**src/verilog/bms_pkg.sv**
```systemverilog
// Package with the map, field layout and types of the bus-management swap registers.
package bms_pkg;

	////////////////////////////////////////////////////////////////////////////////
	// Register map, byte addresses on the APB bus.
	localparam int ADDR_W = 12; // Width of the decoded APB address.
	localparam logic [ADDR_W-1:0] OFF_SWAP_NEW = 12'h00c; // New value / returned old value.
	localparam logic [ADDR_W-1:0] OFF_SWAP_CMP = 12'h010; // Compare value.
	localparam logic [ADDR_W-1:0] OFF_SWAP_CTRL = 12'h014; // Done flag and selector.
	localparam logic [ADDR_W-1:0] OFF_ROM_HDR = 12'h018; // First configuration ROM quadlet.

	////////////////////////////////////////////////////////////////////////////////
	// Field positions and reset values.
	localparam int DATA_W = 32; // Register and resource width.
	localparam int DONE_BIT = 31; // Done flag in the control register.
	localparam int SEL_LSB = 0; // Selector low bit.
	localparam int SEL_MSB = 1; // Selector high bit.
	localparam int RSV_LSB = 2; // Lowest reserved control bit.
	localparam int RSV_MSB = 30; // Highest reserved control bit.
	localparam int INFO_LSB = 24; // Info-length field low bit.
	localparam int CRCLEN_LSB = 16; // CRC-length field low bit.
	localparam int CRC_LSB = 0; // ROM CRC field low bit.
	localparam logic RST_DONE = 1'b1; // The done flag reads one after reset.
	localparam logic [7:0] RST_INFO_LEN = 8'h00; // Info-length reset value.
	localparam logic [7:0] RST_CRC_LEN = 8'h00; // CRC-length reset value.
	localparam logic [15:0] RST_ROM_CRC = 16'h0000; // CRC field reset value (left open).
	localparam logic [DATA_W-1:0] RST_WORD = 32'h0000_0000; // Reset of data and compare.
	localparam int NUM_RES = 4; // Number of swap resources.

	////////////////////////////////////////////////////////////////////////////////
	// Types.
	// Resource selector encodings.
	typedef enum logic [1:0] {
		RES_BUS_MGR_ID = 2'h0,
		RES_BANDWIDTH = 2'h1,
		RES_CHAN_HI = 2'h2,
		RES_CHAN_LO = 2'h3
	} bms_res_type;

	// Swap sequencer states.
	typedef enum logic {
		ST_IDLE = 1'b0,
		ST_SWAP = 1'b1
	} bms_state_type;

	// APB request from the master.
	typedef struct packed {
		logic psel;
		logic penable;
		logic pwrite;
		logic [ADDR_W-1:0] paddr;
		logic [DATA_W-1:0] pwdata;
	} bms_apb_req_type;

	// APB answer to the master.
	typedef struct packed {
		logic pready;
		logic [DATA_W-1:0] prdata;
		logic pslverr;
	} bms_apb_rsp_type;

	// Configuration ROM first quadlet.
	typedef struct packed {
		logic [7:0] info_length;
		logic [7:0] crc_length;
		logic [15:0] rom_crc;
	} bms_rom_hdr_type;

endpackage

```
**src/verilog/bms_swap_regs.sv**
```systemverilog
// Top of the swap register bank: APB registers, swap sequencer and ROM header.
`timescale 1ns/10ps

////////////////////////////////////////////////////////////////////////////////
// Contract
// 32-bit new-value register for swap
// 32-bit compare register checked against resource
// Two-bit selector picks one of four resources
// Done flag set when swap finishes
// A control write outside the swap cycle clears the done flag
// Control bits 30 to 2 read zero
// ROM header quadlet exported to the link
// Info and CRC length bytes, reset zero
// Software keeps CRC valid while link on
// Software programs header before link enable
// Atomic compare, swap, return old value
module bms_swap_regs #(
	parameter logic [31:0] RST_BUS_MGR_ID = 32'h0000_003f,
	parameter logic [31:0] RST_BANDWIDTH = 32'h0000_0000,
	parameter logic [31:0] RST_CHAN_HI = 32'hffff_ffff,
	parameter logic [31:0] RST_CHAN_LO = 32'hffff_ffff
) (
	// Clock and reset.
	input wire logic i_clk,
	input wire logic i_rst_n,
	// APB slave port.
	input wire bms_pkg::bms_apb_req_type i_apb,
	output bms_pkg::bms_apb_rsp_type o_apb,
	// Link side.
	output bms_pkg::bms_rom_hdr_type o_rom_hdr,
	output logic o_swap_done
);
	import bms_pkg::*;

	////////////////////////////////////////////////////////////////////////////////
	// Declarations.
	logic [DATA_W-1:0] new_reg; // Value to store; holds the old value after a swap.
	logic [DATA_W-1:0] new_next;
	logic [DATA_W-1:0] cmp_reg; // Value compared against the resource.
	logic [DATA_W-1:0] cmp_next;
	bms_res_type sel_reg; // Selected resource.
	bms_res_type sel_next;
	logic done_reg; // Done flag.
	logic done_next;
	bms_rom_hdr_type hdr_reg; // Configuration ROM first quadlet.
	bms_rom_hdr_type hdr_next;
	bms_state_type state_reg; // Sequencer state.
	bms_state_type state_next;
	logic wr; // Completing APB write strobe.
	logic addr_ok; // Address hits a mapped register.
	logic [DATA_W-1:0] rdata; // Read mux into the APB front end.
	logic [DATA_W-1:0] core_old; // Selected resource value.
	logic go; // Swap executes this cycle.
	logic wr_new; // Write to the new-value register.
	logic wr_cmp; // Write to the compare register.
	logic wr_ctrl; // Write to the control register.
	logic wr_hdr; // Write to the ROM header register.
	logic rd_ctrl_acc; // Access phase of a control read, seen by the checks.
	logic rd_hdr_acc; // Access phase of a header read, seen by the checks.

	////////////////////////////////////////////////////////////////////////////////
	// APB front end and decode.
	bms_apb_front u_front (
		.i_clk(i_clk),
		.i_rst_n(i_rst_n),
		.i_req(i_apb),
		.o_rsp(o_apb),
		.i_rdata(rdata),
		.i_addr_ok(addr_ok),
		.o_wr(wr)
	);

	// Only the four words of this bank answer; everything else errors.
	always_comb begin
		addr_ok = 1'b1;
		rdata = RST_WORD;
		unique case (i_apb.paddr)
			OFF_SWAP_NEW: begin
				rdata = new_reg;
			end
			OFF_SWAP_CMP: begin
				rdata = cmp_reg;
			end
			OFF_SWAP_CTRL: begin
				// Reserved middle bits stay zero from the default above.
				rdata[DONE_BIT] = done_reg;
				rdata[SEL_MSB:SEL_LSB] = sel_reg;
			end
			OFF_ROM_HDR: begin
				rdata = hdr_reg;
			end
			default: begin
				addr_ok = 1'b0;
			end
		endcase
	end

	assign wr_new = wr && (i_apb.paddr == OFF_SWAP_NEW);
	assign wr_cmp = wr && (i_apb.paddr == OFF_SWAP_CMP);
	assign wr_ctrl = wr && (i_apb.paddr == OFF_SWAP_CTRL);
	assign wr_hdr = wr && (i_apb.paddr == OFF_ROM_HDR);

	////////////////////////////////////////////////////////////////////////////////
	// Swap sequencer.
	// A control write arms the swap; it runs in the next cycle so that the
	// selector and operands written so far are all settled.
	always_comb begin
		state_next = state_reg;
		unique case (state_reg)
			ST_IDLE: begin
				if (wr_ctrl) begin
					state_next = ST_SWAP;
				end
			end
			ST_SWAP: begin
				// A control write landing in the swap cycle arms the next swap.
				state_next = wr_ctrl ? ST_SWAP : ST_IDLE;
			end
		endcase
	end

	always_ff @(posedge i_clk or negedge i_rst_n) begin
		if (!i_rst_n) begin
			state_reg <= ST_IDLE;
		end else begin
			state_reg <= state_next;
		end
	end

	assign go = (state_reg == ST_SWAP);

	bms_swap_core #(
		.RST_BUS_MGR_ID(RST_BUS_MGR_ID),
		.RST_BANDWIDTH(RST_BANDWIDTH),
		.RST_CHAN_HI(RST_CHAN_HI),
		.RST_CHAN_LO(RST_CHAN_LO)
	) u_core (
		.i_clk(i_clk),
		.i_rst_n(i_rst_n),
		.i_go(go),
		.i_sel(sel_reg),
		.i_cmp(cmp_reg),
		.i_new(new_reg),
		.o_old(core_old)
	);

	////////////////////////////////////////////////////////////////////////////////
	// Operand and control registers.
	// The returned old value wins over a software write in the swap cycle, so the
	// answer of a finished swap is never lost; software should not write then.
	always_comb begin
		new_next = new_reg;
		cmp_next = cmp_reg;
		sel_next = sel_reg;
		done_next = done_reg;
		if (wr_new) begin
			new_next = i_apb.pwdata;
		end
		if (wr_cmp) begin
			cmp_next = i_apb.pwdata;
		end
		if (wr_ctrl) begin
			// Only the selector takes write data; bit 31 and the rest are ignored.
			sel_next = bms_res_type'(i_apb.pwdata[SEL_MSB:SEL_LSB]);
			done_next = 1'b0;
		end
		if (go) begin
			new_next = core_old;
			done_next = 1'b1;
		end
	end

	always_ff @(posedge i_clk or negedge i_rst_n) begin
		if (!i_rst_n) begin
			new_reg <= RST_WORD;
			cmp_reg <= RST_WORD;
			sel_reg <= RES_BUS_MGR_ID;
			done_reg <= RST_DONE;
		end else begin
			new_reg <= new_next;
			cmp_reg <= cmp_next;
			sel_reg <= sel_next;
			done_reg <= done_next;
		end
	end

	////////////////////////////////////////////////////////////////////////////////
	// Configuration ROM header.
	// The link reads this quadlet directly; software must keep it valid while the
	// link runs, since no checking is done here.
	always_comb begin
		hdr_next = hdr_reg;
		if (wr_hdr) begin
			hdr_next.info_length = i_apb.pwdata[INFO_LSB +: 8];
			hdr_next.crc_length = i_apb.pwdata[CRCLEN_LSB +: 8];
			hdr_next.rom_crc = i_apb.pwdata[CRC_LSB +: 16];
		end
	end

	always_ff @(posedge i_clk or negedge i_rst_n) begin
		if (!i_rst_n) begin
			hdr_reg <= '{info_length: RST_INFO_LEN, crc_length: RST_CRC_LEN,
				rom_crc: RST_ROM_CRC};
		end else begin
			hdr_reg <= hdr_next;
		end
	end

	assign o_rom_hdr = hdr_reg;
	assign o_swap_done = done_reg;

	// Read access phases; read data then shows the word as it stood at the setup edge.
	assign rd_ctrl_acc = o_apb.pready && !i_apb.pwrite && (i_apb.paddr == OFF_SWAP_CTRL);
	assign rd_hdr_acc = o_apb.pready && !i_apb.pwrite && (i_apb.paddr == OFF_ROM_HDR);
endmodule

```
**src/verilog/bms_apb_front.sv**
```systemverilog
// APB slave front end: registered ready, read data and error, plus write strobe.
`timescale 1ns/10ps
module bms_apb_front (
	// Clock and reset.
	input wire logic i_clk,
	input wire logic i_rst_n,
	// APB bus.
	input wire bms_pkg::bms_apb_req_type i_req,
	output bms_pkg::bms_apb_rsp_type o_rsp,
	// Register file side.
	input wire logic [bms_pkg::DATA_W-1:0] i_rdata,
	input wire logic i_addr_ok,
	output logic o_wr
);
	import bms_pkg::*;

	bms_apb_rsp_type rsp_reg; // Registered answer.
	bms_apb_rsp_type rsp_next; // Its next value.

	// Ready rises in the cycle after setup, so every access phase lasts one cycle.
	// Read data is captured at the setup edge, which keeps prdata a flop output.
	always_comb begin
		rsp_next = rsp_reg;
		rsp_next.pready = i_req.psel & ~i_req.penable;
		if (i_req.psel && !i_req.penable) begin
			rsp_next.prdata = i_req.pwrite ? RST_WORD : i_rdata;
			rsp_next.pslverr = ~i_addr_ok;
		end else begin
			rsp_next.pslverr = 1'b0;
		end
	end

	// Register the answer.
	always_ff @(posedge i_clk or negedge i_rst_n) begin
		if (!i_rst_n) begin
			rsp_reg <= '0;
		end else begin
			rsp_reg <= rsp_next;
		end
	end

	// A write takes effect only at the completing edge, and never to an unmapped word.
	assign o_wr = i_req.psel & i_req.penable & rsp_reg.pready & i_req.pwrite & i_addr_ok;
	assign o_rsp = rsp_reg;

endmodule

```
**src/verilog/bms_swap_core.sv**
```systemverilog
// Four bus-management resources with an atomic compare-and-swap port.
`timescale 1ns/10ps
module bms_swap_core #(
	parameter logic [31:0] RST_BUS_MGR_ID = 32'h0000_003f,
	parameter logic [31:0] RST_BANDWIDTH = 32'h0000_0000,
	parameter logic [31:0] RST_CHAN_HI = 32'hffff_ffff,
	parameter logic [31:0] RST_CHAN_LO = 32'hffff_ffff
) (
	// Clock and reset.
	input wire logic i_clk,
	input wire logic i_rst_n,
	// Swap request.
	input wire logic i_go,
	input wire bms_pkg::bms_res_type i_sel,
	input wire logic [bms_pkg::DATA_W-1:0] i_cmp,
	input wire logic [bms_pkg::DATA_W-1:0] i_new,
	// Current value of the selected resource.
	output logic [bms_pkg::DATA_W-1:0] o_old
);
	import bms_pkg::*;

	localparam logic [NUM_RES*DATA_W-1:0] RST_ALL = {RST_CHAN_LO, RST_CHAN_HI,
		RST_BANDWIDTH, RST_BUS_MGR_ID};

	logic [DATA_W-1:0] res_reg [NUM_RES]; // Resource storage.
	logic [DATA_W-1:0] res_next [NUM_RES]; // Next values.

	// One entry per resource; only the selected one may change, and only on a match.
	for (genvar g = 0; g < NUM_RES; g++) begin : g_res
		always_comb begin
			res_next[g] = res_reg[g];
			if (i_go && (i_sel == bms_res_type'(g)) && (res_reg[g] == i_cmp)) begin
				res_next[g] = i_new;
			end
		end

		always_ff @(posedge i_clk or negedge i_rst_n) begin
			if (!i_rst_n) begin
				res_reg[g] <= RST_ALL[g*DATA_W +: DATA_W];
			end else begin
				res_reg[g] <= res_next[g];
			end
		end
	end

	// The old value is read in the same cycle as the swap, so the pair is atomic.
	assign o_old = res_reg[i_sel];

endmodule

```
**config.mk**
```make
export PLATFORM = sky130hd
export DESIGN_NAME = bms_swap_regs
export DESIGN_NICKNAME = d
export VERILOG_FILES = /design/src/verilog/bms_pkg.sv /design/src/verilog/bms_swap_regs.sv /design/src/verilog/bms_apb_front.sv /design/src/verilog/bms_swap_core.sv
export SDC_FILE = /design/constraint.sdc
export NUM_CORES = 1
export LEC_CHECK = 0
export BUFFER_PORTS_ARGS = -buffer_cell sky130_fd_sc_hd__buf_2
export CAP_MARGIN = 10
export CORE_MARGIN = 2
export CORE_UTILIZATION = 65
export DETAILED_ROUTE_END_ITERATION = 10
export HOLD_SLACK_MARGIN = 0.06
export PLACE_DENSITY = 0.95
export SLEW_MARGIN = 20
export SYNTH_ARGS = -nofsm -noshare
export SYNTH_HDL_FRONTEND = slang
export SYNTH_SLANG_ARGS = --single-unit
export TNS_END_PERCENT = 10
```
**constraint.sdc**
```tcl
create_clock -name i_clk -period 5 [get_ports i_clk]
set_input_delay 1.5 -clock i_clk [delete_from_list [all_inputs] [get_ports i_clk]]
set_output_delay 1.5 -clock i_clk [all_outputs]
set_load 0.02 [all_outputs]
```
==> metrics.yaml <==
status: "finished clean"
r2r_cells: 6
power.leakage_nw: 7.10
via_count: 9242
clock_latency_ns: 0.54
drc: 0
crit_buf_inv: 2
dp.cells: 1354
critPathArrivalTime_ns: 3.73
finalClockSkew_ns: 0.0104
crit_path_max_fanout: 18
die_width_um: 147
fmax_mhz: 302
powerDensity_mw_per_mm2: 287
grt_overflow: 0
setup_viol: 0
wl_per_cell_um: 25.9
reg2reg_from: "cmp_reg[7]"
cts_tree: "done"
final.period_utilization_pct: 66.2
drtIter0Drc: 873
ys_top_cells_by_area: "dfrtp_1 (36%), dfstp_2 (14%), mux2_2 (13%)"
p_comb_share_pct: 2.6
relSlewSlack_pct: 38.9
vias_per_cell: 6.57
netlist_instances: 1035
rsz0062_at_grt: "false"
holdCritStartpoint: "u_front.o_rsp[17]"
cell_internal_pwr_mw: 3.35
port_buffers: 115
ys_warn_count: 0
crit_type: "primary input to flop"
slowest_delay_ns: 0.58
dieArea_mm2: 0.0217
netSwitchingPower_uw: 915
start_kind: "primary input"
first_pass_iters: 5
pwr-share-seq_pct: 49.9
antenna_found_initial: 1
drtAntennaViolNets: 0
drive_gt1_share_pct: 42.4
drv_cap: 0
grt_max_degree: 113
setup_tns_ns: 0
crit_path_end_kind: "flop"
cts-root-buf: "clkbuf_16"
holdPathEnd: "u_front.o_rsp[17]"
final_area_mm2: 0.0149
cts_hold_buf: 0
wl_um: 36400
start_util_pct: 66.0
antenna-diode-count: 0
rows: 52
core_mm2: 0.0202
netlist-cell-type-count: 34
cp.required_ns: 5.42
cts.repair.resized: 0
post_cts_buffers: 0
mappedNetlistArea_mm2: 0.0134
finalWorstPathRequiredPeriod_ns: 3.31
peakVddDrop_mv: 0.291
grt_pass1_wl_um: 57600
cts_made_buffers: 28
nets: 1163
cts_sinks: 262
yosysSeqAreaShare_pct: 49.7
ff2ff_setup_slack_ns: 1.81
power_switching_share_pct: 21.5
crit_slowest_cell: "nor2_4"
syn_nets: 1084
hold_viol: 0
clkTransAtPathRegs_ns: 0.06
min_path_cells: 2
path_delay_family: "simple AND/OR/NAND/NOR gates"
largest_reg_flops: 128
layout.cells.non_filler: 1406
dp_hpwl_um: 22800
synth_top_area_share_pct: 35.8
hold_class: "flop to flop"
crit_chain: "buf_2 -> nor3_1 -> nand4_1 -> nor2_4 -> buf_4 -> mux2_2"
clockPowerShare_pct: 47.5
track_usage_pct: 34.4
rr_endpoint: "u_core.res_reg[7]"
synth.avg_cell_area_um2: 12.9
clockBufferDepth: 3
maxSlewViolCount: 0
h-tree-depth: 1
num_io_pins: 116
areaGrowthSynthToFinish_pct: 11.2
tightest_slew_ns: 0.916
grt_pass1_vias: 9815
gp_congestion: 0.952
yosys.area.top_type: "dfrtp_1"
placed_area_mm2: 0.0140
die_y_um: 147
ys_ff_latch: 262
-- cell families (layout without fill, tap and decap cells) --
kind of cell	after synthesis	after routing	share of synthesized area, %
muxes	290	290	27.7
DFF	262	262	49.7
and+or+nand+nor	164	164	6.26
xor gates and xnor gates	129	129	8.46
AOI/OAI and AO/OA	102	102	3.98
buffers and inverters	88	189	3.88
-- placed cells by master (no fill, tap or decap), drive strengths merged --
cell type / count
a21oi: 30
a22o: 3
a22oi: 3
and4: 2
buf: 134
bufinv: 1
clkbuf: 46
clkinv: 4
clkinvlp: 1
dfrtp: 191
dfstp: 71
inv: 3
mux2: 197
mux2i: 61
mux4: 32
nand2: 69
nand2b: 1
nand3: 5
nand4: 16
nand4b: 2
nor2: 34
nor2b: 3
nor3: 7
nor4: 24
nor4b: 1
o21ai: 65
o21bai: 1
xnor2: 43
xor2: 86
-- worst register-to-register path: stages (launching register included) --
cell and delay [ns]:
dfrtp_1 0.48, xor2_1 0.23, nor4_1 0.56, nand3_1 0.23
nor4_4 0.64, buf_4 0.56, mux2_2 0.41
-- Yosys cell counts, drive strengths merged --
library cell  instances
nor2b                 3
nand2b                1
inv                   3
mux4                 32
xor2                 86
o21bai                1
nor4                 24
a22o                  3
buf                  54
nor3                  7
a21oi                30
nand2                69
mux2i                61
dfstp                71
nor2                 34
clkbuf               31
and4                  2
xnor2                43
nand3                 5
nand4                16
nor4b                 1
dfrtp               191
o21ai                65
nand4b                2
a22oi                 3
mux2                197
-- per-stage QoR --
| step | utilization (%) | total power, mW | hold slack (ns) | worst slack [ns] |
|---|---|---|---|---|
| 3_3_place_gp | 69.0 | 2.27 | 0.459 | 1.31 |
| 2_1_floorplan | - | 2.19 | 0.496 | 1.97 |
| 3_5_place_dp | 69.0 | 2.27 | 0.466 | 1.17 |
| 4_1_cts | 73.4 | 4.27 | 0.479 | 1.71 |
| 5_1_grt | 73.4 | 4.38 | 0.496 | 1.59 |
| 6_report | 73.4 | 4.26 | 0.473 | 1.69 |
-- routing by layer --
metal | global-route usage, % | part of all wire (%)
met1 | 44.6 | 38
met3 | 6.30 | 7.8
met4 | 15.3 | 4.8
met2 | 57.4 | 50
met5 | 0 | 0.030
-- worst max-delay path by stage --
stage              start             to  slack (ns)  cells past startpoint
6_report       i_apb[39]  o_rom_hdr[10]        1.69                      6
4_1_cts        i_apb[39]  o_rom_hdr[10]        1.71                      6
3_5_place_dp   i_apb[39]   o_rom_hdr[4]        1.17                      6
5_1_grt        i_apb[39]  o_rom_hdr[10]        1.59                      6
2_1_floorplan  i_apb[39]   o_rom_hdr[0]        1.97                      5
3_3_place_gp   i_apb[39]   o_rom_hdr[0]        1.31                      6
-- power groups by stage --
stage               clock network [mW]  logic [mW]  registers, mW
detailed placement                   0       0.110           2.16
finish                            2.03       0.109           2.13
global placement                     0       0.108           2.16
CTS                               2.03       0.111           2.13
global route                      2.13       0.121           2.13
floorplan                            0      0.0255           2.16
-- layout make-up --
type / count / area, um^2
flip-flops and latches: 262 / 6650
multi-input cells: 685 / 6210
fillers: 1256 / 5380
clock buffers: 46 / 840
repair buffers: 134 / 753
well taps: 270 / 338
clock inverters: 6 / 57.6
inverters: 3 / 11.3
No activity file was read; power rests on OpenSTA's default activity.
